--- src/design/asfm_pkg.sv ---
/*
  package for the accelerometer sample queue: register offsets, field
  layout, mode encodings, timing constants and carrier structs.
  assumes a register front end that delivers byte accesses by address.
*/
package asfm_pkg;

  // ----------------------------------------------------------------------
  // register offsets
  // ----------------------------------------------------------------------
  localparam logic [7:0] ASFM_OFS_X_LO   = 8'h32;
  localparam logic [7:0] ASFM_OFS_Z_HI   = 8'h37;
  localparam logic [7:0] ASFM_OFS_CTRL   = 8'h38;
  localparam logic [7:0] ASFM_OFS_STATUS = 8'h39;

  // ----------------------------------------------------------------------
  // field layout and reset values
  // ----------------------------------------------------------------------
  localparam int         ASFM_MODE_MSB   = 7;
  localparam int         ASFM_MODE_LSB   = 6;
  localparam int         ASFM_TRIGSEL_BIT = 5;
  localparam int         ASFM_THR_MSB    = 4;
  localparam int         ASFM_TRIGSEEN_BIT = 7;
  localparam logic [7:0] ASFM_CTRL_RST   = 8'h00;
  localparam int         ASFM_DEPTH      = 32;

  // ----------------------------------------------------------------------
  // timing
  // ----------------------------------------------------------------------
  localparam int ASFM_CLK_MHZ      = 100;
  localparam int ASFM_TRIG_SETTLE_US = 5;
  localparam int ASFM_TRIG_SETTLE_CYC = ASFM_TRIG_SETTLE_US * ASFM_CLK_MHZ;

  // ----------------------------------------------------------------------
  // types
  // ----------------------------------------------------------------------
  typedef enum logic [1:0] {
    ASFM_MODE_BYPASS  = 2'h0,
    ASFM_MODE_FILL    = 2'h1,
    ASFM_MODE_STREAM  = 2'h2,
    ASFM_MODE_TRIGGER = 2'h3
  } asfm_mode_t;

  typedef struct packed {
    logic [15:0] x;
    logic [15:0] y;
    logic [15:0] z;
  } asfm_sample_t;

  typedef struct packed {
    logic       rd;
    logic       wr;
    logic [7:0] addr;
    logic [7:0] wdata;
  } asfm_regreq_t;

endpackage

--- src/design/asfm_top.sv ---
/*
  sample queue between the measurement path and the output data
  registers, with bypass, fill-and-stop, stream and trigger modes.
  assumes a serial front end presenting byte register accesses with a
  read strobe, and a chip-select level; one clock, synchronous reset.
*/
// Overview of operation
// - two-bit mode field at 0x38 selects bypass, fill, stream or trigger
// - bypass keeps queue empty; samples go straight to data registers
// - fill mode stores until 32 held, then only while not full
// - stream mode keeps newest 32, dropping oldest when full
// - watermark flag sets when count equals samples threshold
// - watermark stays set until count drops below threshold
// - measuring and other detection continue after queue stops
// - trigger event raises chosen irq pin and trigger-seen status bit
// - after trigger keep last n samples, then behave as fill mode
// - further triggers ignored until bypass then trigger rewritten
// - selecting bypass clears all stored samples
// - each queue read moves oldest sample into data registers
// - single-byte read loses remaining bytes of that sample
// - readback ends on address passing 0x37 to 0x38 or cs high
// - threshold is five low bits of control; watermark self-clears
// - overrun sets when a sample arrives while full, or in bypass when unread sample replaced
// - overrun clears when the contents are read
`timescale 1ns/100ps
module asfm_top
  import asfm_pkg::*;
#(
  parameter int DEPTH = ASFM_DEPTH,
  parameter int AW    = 6
) (
  input  wire logic         core_clk_in,
  input  wire logic         rstn_in,
  input  wire logic         clk_en_in,
  input  wire logic         measure_in,
  input  wire logic         odr_tick_in,
  input  wire asfm_sample_t sample_in,
  input  wire logic         trigger_evt_in,
  input  wire asfm_regreq_t req_in,
  input  wire logic         cs_high_in,
  output logic [7:0]        rdata_out,
  output logic              watermark_out,
  output logic              overrun_out,
  output logic              irq_pin_a_out,
  output logic              irq_pin_b_out
);

  // ----------------------------------------------------------------------
  // state
  // ----------------------------------------------------------------------
  asfm_sample_t mem [DEPTH];
  logic [7:0]   ctrl_reg;
  logic [4:0]   rd_ptr_reg;
  logic [4:0]   wr_ptr_reg;
  logic [AW-1:0] count_reg;
  asfm_sample_t out_reg;
  logic         out_unread_reg;
  logic         in_burst_reg;
  logic         trig_seen_reg;
  logic         armed_reg;
  logic [7:0]   rdata_reg;
  logic         wm_reg;
  logic         ovr_reg;
  logic         irq_a_reg;
  logic         irq_b_reg;

  // ----------------------------------------------------------------------
  // decode
  // ----------------------------------------------------------------------
  wire asfm_mode_t mode     =
      asfm_mode_t'(ctrl_reg[ASFM_MODE_MSB:ASFM_MODE_LSB]);
  wire [4:0]  thr           = ctrl_reg[ASFM_THR_MSB:0];
  wire        bypass        = (mode == ASFM_MODE_BYPASS);
  wire        full          = (count_reg == AW'(DEPTH));
  wire        empty         = (count_reg == '0);
  wire        data_addr     = (req_in.addr >= ASFM_OFS_X_LO) &&
                              (req_in.addr <= ASFM_OFS_Z_HI);
  wire        data_rd       = req_in.rd && data_addr;
  wire        ctrl_wr       = req_in.wr && (req_in.addr == ASFM_OFS_CTRL);
  // readback finishes on leaving the data block or on cs high
  wire        burst_end     = in_burst_reg &&
                              (cs_high_in || (req_in.rd && !data_addr));
  // first data byte of a burst latches a fresh sample; a lone byte read
  // therefore discards the rest of that sample
  wire        pop           = !bypass && data_rd && !in_burst_reg &&
                              !empty;
  wire        new_sample    = measure_in && odr_tick_in;
  wire        keep_room     = (mode == ASFM_MODE_STREAM) ||
                              (mode == ASFM_MODE_TRIGGER && !trig_seen_reg);
  wire        push          = new_sample && !bypass &&
                              (!full || keep_room);
  wire        drop_old      = push && full;
  wire        trig_hit      = (mode == ASFM_MODE_TRIGGER) && armed_reg &&
                              !trig_seen_reg && trigger_evt_in;
  // on trigger keep only the newest thr pre-trigger samples
  wire [AW-1:0] keep_n      =
      (count_reg > AW'(thr)) ? AW'(thr) : count_reg;
  wire [4:0]  trim_skip     = 5'(count_reg - keep_n);
  wire [AW-1:0] count_next  =
      trig_hit ? keep_n + AW'(push) :
      count_reg + AW'(push && !drop_old) - AW'(pop);
  wire [4:0]  rd_ptr_next   =
      trig_hit ? 5'(rd_ptr_reg + trim_skip) :
      5'(rd_ptr_reg + 5'(pop) + 5'(drop_old));
  wire        new_mode_byp  = ctrl_wr &&
      (req_in.wdata[ASFM_MODE_MSB:ASFM_MODE_LSB] == 2'(ASFM_MODE_BYPASS));
  wire        wm_next       = (count_next >= AW'(thr));
  wire [7:0]  status_byte   = {trig_seen_reg, 1'b0, count_reg[5:0]};
  wire [2:0]  byte_sel      = 3'(req_in.addr - ASFM_OFS_X_LO);
  wire [47:0] out_bytes     = {out_reg.z, out_reg.y, out_reg.x};
  wire [7:0]  data_byte     = out_bytes[8*byte_sel +: 8];

  // ----------------------------------------------------------------------
  // queue storage and pointers
  // ----------------------------------------------------------------------
  always_ff @(posedge core_clk_in) begin
    if (clk_en_in && push) begin
      mem[wr_ptr_reg] <= sample_in;
    end
  end

  always_ff @(posedge core_clk_in) begin
    if (!rstn_in) begin
      ctrl_reg   <= ASFM_CTRL_RST;
      rd_ptr_reg <= '0;
      wr_ptr_reg <= '0;
      count_reg  <= '0;
    end else if (clk_en_in) begin
      if (ctrl_wr) begin
        ctrl_reg <= req_in.wdata;
      end
      if (bypass || new_mode_byp) begin
        rd_ptr_reg <= '0;
        wr_ptr_reg <= '0;
        count_reg  <= '0;
      end else begin
        rd_ptr_reg <= rd_ptr_next;
        wr_ptr_reg <= 5'(wr_ptr_reg + 5'(push));
        count_reg  <= count_next;
      end
    end
  end

  // ----------------------------------------------------------------------
  // data registers, burst tracking, trigger arming
  // ----------------------------------------------------------------------
  always_ff @(posedge core_clk_in) begin
    if (!rstn_in) begin
      out_reg        <= '0;
      out_unread_reg <= 1'b0;
      in_burst_reg   <= 1'b0;
      trig_seen_reg  <= 1'b0;
      armed_reg      <= 1'b0;
    end else if (clk_en_in) begin
      if (bypass && new_sample) begin
        out_reg <= sample_in;
      end else if (pop) begin
        out_reg <= mem[rd_ptr_reg];
      end
      if (bypass && new_sample) begin
        out_unread_reg <= 1'b1;
      end else if (data_rd) begin
        out_unread_reg <= 1'b0;
      end
      if (burst_end) begin
        in_burst_reg <= 1'b0;
      end else if (data_rd) begin
        in_burst_reg <= 1'b1;
      end
      if (bypass) begin
        trig_seen_reg <= 1'b0;
        armed_reg     <= 1'b1;
      end else if (trig_hit) begin
        trig_seen_reg <= 1'b1;
        armed_reg     <= 1'b0;
      end
    end
  end

  // ----------------------------------------------------------------------
  // flags, irq pins and read data
  // ----------------------------------------------------------------------
  always_ff @(posedge core_clk_in) begin
    if (!rstn_in) begin
      rdata_reg <= '0;
      wm_reg    <= 1'b0;
      ovr_reg   <= 1'b0;
      irq_a_reg <= 1'b0;
      irq_b_reg <= 1'b0;
    end else if (clk_en_in) begin
      wm_reg <= !bypass && !new_mode_byp && wm_next;
      if ((bypass && new_sample && out_unread_reg) ||
          (!bypass && full && new_sample)) begin
        ovr_reg <= 1'b1;
      end else if (data_rd) begin
        ovr_reg <= 1'b0;
      end
      irq_a_reg <= trig_seen_reg && !ctrl_reg[ASFM_TRIGSEL_BIT];
      irq_b_reg <= trig_seen_reg &&  ctrl_reg[ASFM_TRIGSEL_BIT];
      if (req_in.rd) begin
        rdata_reg <= data_addr ? (pop ? 8'h00 : data_byte) :
                     (req_in.addr == ASFM_OFS_CTRL)   ? ctrl_reg :
                     (req_in.addr == ASFM_OFS_STATUS) ? status_byte :
                     8'h00;
      end
    end
  end

  assign rdata_out     = rdata_reg;
  assign watermark_out = wm_reg;
  assign overrun_out   = ovr_reg;
  assign irq_pin_a_out = irq_a_reg;
  assign irq_pin_b_out = irq_b_reg;

endmodule // asfm_top

--- config.mk ---
export PLATFORM = sky130hd
export DESIGN_NAME = asfm_top
export DESIGN_NICKNAME = d
export VERILOG_FILES = /design/src/design/asfm_pkg.sv /design/src/design/asfm_top.sv
export SDC_FILE = /design/constraint.sdc
export NUM_CORES = 2
export LEC_CHECK = 0
export BUFFER_PORTS_ARGS = -buffer_cell sky130_fd_sc_hd__buf_2
export CAP_MARGIN = 25
export CORE_AREA = 3 3 367 731
export DETAILED_ROUTE_END_ITERATION = 6
export DIE_AREA = 0 0 370 734
export RECOVER_POWER = 100
export SYNTH_ARGS = -nofsm -noshare
export SYNTH_HDL_FRONTEND = slang
export SYNTH_SLANG_ARGS = --single-unit
--- constraint.sdc ---
create_clock -name core_clk_in -period 5.1 [get_ports core_clk_in]
set_input_delay 0 -clock core_clk_in [delete_from_list [all_inputs] [get_ports core_clk_in]]
set_output_delay 0 -clock core_clk_in [all_outputs]
set_load 0.02 [all_outputs]
## Yosys cells after proc, flatten, opt, wreduce, memory -nomap -nowiden

Memory sizes are Yosys's and may differ from the RTL's. A register that Yosys moved wholly into a read port is not among the register bits.
Index checks and enable logic that the tools add are counted.

| storage, ports and cells | value |
|---|---|
| flip-flop bits (word level) | 88 |
| memory bits (writable) | 1536 |
| logic and storage cells | 117 |
| memories | 1 |
| bits in latches | 0 |
| input bits | 73 |
| memory bits (read-only) | 0 |

Memory list:

| memory | words | bits a word | rd ports | clocked after Yosys merged registers in | wr ports | line | source |
|---|---|---|---|---|---|---|---|
| mem | 32 | 48 | 1 | 1 | 1 | asfm_top.sv:51 | `asfm_sample_t mem [DEPTH];` |

| operators by class | value |
|---|---|
| bitwise operators | 0 |
| reductions and logical operators | 56 |
| shift-type cells | 1 |
| equal/unequal tests | 5 |
| add/subtract/negate cells | 9 |
| multiplexer cells | 25 |
| multipliers | 0 |
| divide/modulo/power cells | 0 |
| order comparisons | 4 |

Operator list:

| kind | number |
|---|---|
| $mux 48 | 2 |
| $shiftx 48x7->8 | 1 |
| $mux 8 | 4 |
| $logic_and 1x1->1 | 27 |
| $mux 5 | 5 |
| $mux 6 | 3 |
| $eq 8x6->1 const B | 2 |
| $add 5x1->5 | 3 |
| $reduce_and 2->1 | 7 |
| $add 6x1->6 | 2 |
| $mux 1 | 11 |
| $reduce_bool 2->1 | 5 |
| $logic_not 1->1 | 9 |
| $ge 8x6->1 const B | 1 |
| $le 8x6->1 const B | 1 |
| $eq 6x6->1 const B | 1 |
| $ge 6x5->1 | 1 |
| $gt 6x5->1 | 1 |
| $logic_not 6->1 | 1 |
| $sub 6x1->6 | 1 |
| $add 5x5->5 | 1 |
| $logic_or 1x1->1 | 5 |
| $sub 5x5->5 | 1 |
| $eq 2x2->1 const B | 2 |
| 2 further kinds | 3 |

## Longest topological paths before layout

| depth | value |
|---|---|
| word-level depth | 13 |
| depth in mapped cells | 21 |
| gate-level depth less buffers | 21 |

## Worst setup path after synthesis

No wires, ideal clock.

| timing path | value |
|---|---|
| kind | reg-to-reg |
| from | register count_reg[2] |
| to | memory mem[28][0] (netlist bit) (enable) |
| setup slack | 0.985 ns |
| required time | 4.646 ns |
| buffers on the path | 0 |
| data arrival time | 3.661 ns |
| stages on the path, launching flop included | 9 |
| clock period less this slack | 4.115 ns |
| path through | dfxtp_1 > inv_1 > ha_1 > nor3b_1 > nand2_1 > a21oi_1 > nor3b_1 > nand3_1 > nor2_1 |

| between the ends | value |
|---|---|
| cells in the longest elaborated chain, start to end | 7 |

RTL lines:

| item | line | source |
|---|---|---|
| start, declared | asfm_top.sv:55 | `logic [AW-1:0] count_reg;` |
| start signal, assigned | asfm_top.sv:139 | `count_reg <= count_next;` |
| $eq 6x6->1 | asfm_top.sv:74 | `wire full = (count_reg == AW'(DEPTH));` |
| $logic_not 1->1 | asfm_top.sv:91 | `(!full \|\| keep_room);` |
| $logic_or 1x1->1 | asfm_top.sv:91 |  |
| $logic_and 1x1->1 | asfm_top.sv:90 | `wire push = new_sample && !bypass &&` |
| $logic_and 1x1->1 | asfm_top.sv:117 | `if (clk_en_in && push) begin` |
| $mux 1 | asfm_top.sv:117 |  |
| $mux 1 (implied by the code) | asfm_top.sv:118 | `mem[wr_ptr_reg] <= sample_in;` |
| end, declared | asfm_top.sv:51 |  |

Every way passes these cells.

## Worst setup path in the final report

| timing path | value |
|---|---|
| from | input port clk_en_in |
| to | memory mem[19][38] (netlist bit) (enable) |

| between the ends | value |
|---|---|
| cells in the longest elaborated chain, start to end | 3 |

RTL lines:

| item | line | source |
|---|---|---|
| start, declared | asfm_top.sv:34 | `input wire logic clk_en_in,` |
| $logic_and 1x1->1 | asfm_top.sv:117 |  |
| $mux 1 | asfm_top.sv:117 |  |
| $mux 1 (implied by the code) | asfm_top.sv:118 |  |

Every way passes these cells.

==> metrics <==
status finished with violations; failing checks capacitance limit, slew limit; most frequent cell after synthesis edfxtp_1; ranking of synthesized cells by area edfxtp_1 73%, mux4_2 17%, dfxtp_1 3.0%; first-pass GRT wire length 243 mm; gr ovfl total 0; 1st-iter DRT viols ~2800; Slew Limit Headroom -67.1%; Clock Skew approximately 75 ps; Leakage approximately 0.021 uW; Std-Cell Rows approximately 270; DP HPWL 96.3 mm; Placer Congestion 0.820; Final Hold Vio Count 0; RSZ-0062 raised after global routing no; die area 272000 um2; GRT Total Usage between 10% and 20%; synth unique cells 55; H-tree levels 4; Routed Wire Length roughly 170 mm; Cell Chain, Critical Path dlygate4sd3_1 > clkbuf_1 > nand3_1 > nor3b_1 > nand2_1 > nor2_1 > clkbuf_2; largest register by flop count mem; count of final setup violators 0; sequential area share after synthesis about three quarters; WS Path Type in2reg; Max Fclk between 0.2 and 0.25 GHz; Vias/cell ~4.5; Critical Path AT ~5100 ps; min cycle time layout 4680 ps; register area ~48000 um2; hold crit path type in2reg; Hold Path Origin req_in[14]; crit-path max cell delay about 1400 ps; synth warn 0; Cell Int Power between 20000 and 25000 uW; max cap viols 27; Least-Margin Pin Slew roughly 2500 ps; crit path from clk_en_in; top_reg_cell synth edfxtp_1; Setup TNS 0 ps; CP Capture Type flip-flop; combinational fraction of design power about 1.5%; total power approximately 25000 uW; Nets 3191; layout cell share with drive strength beyond 1 26.0%; Final Slew Violations between 700 and 800; clock buffer depth 4; CTS tree built; clock slew at reported path FFs approximately 70 ps; Mean Syn Cell Area 22.3 um2; post-synth top area share between 70% and 80%; core area approximately 260000 um2; net switching fraction of the power between 20% and 30%; area of the multi-input gates 14400 um2; FF-to-FF path depth 8; CTS buffer count 138; crit path max-delay cell type nor2_1; CP delay by family, top simple AND/OR/NAND/NOR gates; Mapped Nets slightly below 3000; Yosys reg bits 1629; Critical Path Stages 7; Tcrit/Tclk final 91.7%; Switch Pwr roughly 5000 uW; largest area contributor in the netlist edfxtp_1; critical-path maximum fanout 24; CTS Sinks about 1600; Synth Instances 2830; Residual DRC 0; drt pass-1 iters 6; worst path required time roughly 5500 ps; Die Y between 700 and 800 um; Final ANT Viol Nets 0; clock power share between 40% and 50%; Filler cells around 26000; Hold Crit Depth 7; Synth async-reset ratio 0%; vias ~30000; Worst Path Buf+Inv 3; worst r2r src count_reg[4]; Initial Util between 20% and 30%; largest net degree at the start of global routing 60; Syn Std Cell Area roughly 63000 um2; Worst VDD drop roughly 0.26 mV; vias in the first global route around 32000; Clock Latency Late Sink around 820 ps; io pins between 80 and 90; Die W 370 um; P per Cell Area 348 nW/um2; IO buf count 84; Routed WL per cell between 20 and 30 um; max reg flops about 1500; top post-synthesis cells by count 1536 x edfxtp_1, 488 x mux4_2, 111 x o21ai_0; Layout area overhead 16.4%; clock root buffer master clkbuf_16; CP Launch Type primary input; antenna violations before repair 26; Post-synth EDFFs between 1500 and 2000; sequential power share between 50% and 60%
## area by class of cell
type                    instances  area share, %
inverters                      23          0.118
flip-flops and latches       1629           65.5
repair buffers                269           2.86
multi-input cells            1022           19.7
well taps                    3484           5.95
clock inverters                68          0.936
clock buffers                 171           4.94
diodes                         11         0.0376
## stage by stage
step	cells	util (%)	instance area (um2)	worst slack, ps	hold slack, ps
final	6677	27.9	73300	421	77.4
after global routing	6669	27.9	73300	282	151
after CTS	6665	28.1	73800	940	20.5
after detailed placement	6337	26.1	68600	953	255
after global placement	6337	26.1	68600	924	246
after floorplan	2830	-	63000	985	98.9
## worst paths after layout
| check | endpoint | slack, ps |
|---|---|---|
| setup / recovery | mem[19][38] | 420 |
| hold / removal | rdata_out[6] | 80 |
| hold reg to reg | out_bytes[33] | 460 |
| setup reg to reg | mem[19][38] | 500 |
## cell usage in the layout, fill, tap and decap left out, types with 24 or more instances in the layout
cell,count
dlygate4sd3_1,89
clkbuf_16,139
clkbuf_1,105
ha_1,29
mux4_2,488
o22ai_1,49
a21oi_1,30
buf_2,24
dfxtp_1,89
o21ai_0,112
nand2_1,96
nor2_1,50
clkbuf_2,32
edfxtp_1,1536
clkinv_2,25
## power groups by stage
| stage | Sequential [uW] | Clock [uW] | Combinational [uW] |
|---|---|---|---|
| floorplan | 14900 | 0 | 72.6 |
| global placement | 14900 | 0 | 321 |
| detailed placement | 14900 | 0 | 338 |
| CTS | 14600 | 10700 | 397 |
| global route | 14600 | 11100 | 421 |
| finish | 14700 | 10500 | 387 |
## timing repair
| item | 4_1_cts | 5_1_grt |
|---|---|---|
| setup endpoints to repair | 0 | 0 |
| buffers inserted | 0 | 0 |
| hold endpoints to repair | 1627 | 0 |
| gates resized for setup | 0 | 0 |
| hold buffers | 89 | 0 |
## worst reg2reg max path, cell delays in order, from the launching register on
cell and delay, ps:
dfxtp_1 460, inv_1 150, ha_1 220, nand2_1 100, a21oi_1 160, nor3b_1 640
nand2_1 300, nor2_1 1370, clkbuf_2 790
## cell families after synthesis
group           synth area share [%]
compound gates                  2.33
xor+xnor                       0.223
fa+ha+maj                      0.767
buf+inv                         1.16
flops                           76.2
mux                             17.8
simple gates                    1.53
## per-layer routing
layer | up-vias | track usage (%) | share of wire [%]
li1 | 12443 | - | -
met1 | 16524 | 13.4 | 34
met2 | 1019 | 23.5 | 55
met3 | 356 | 1.37 | 4.8
met4 | 22 | 6.08 | 5.5
met5 | - | 0 | 0.066
No activity file was read; power rests on OpenSTA's default activity.
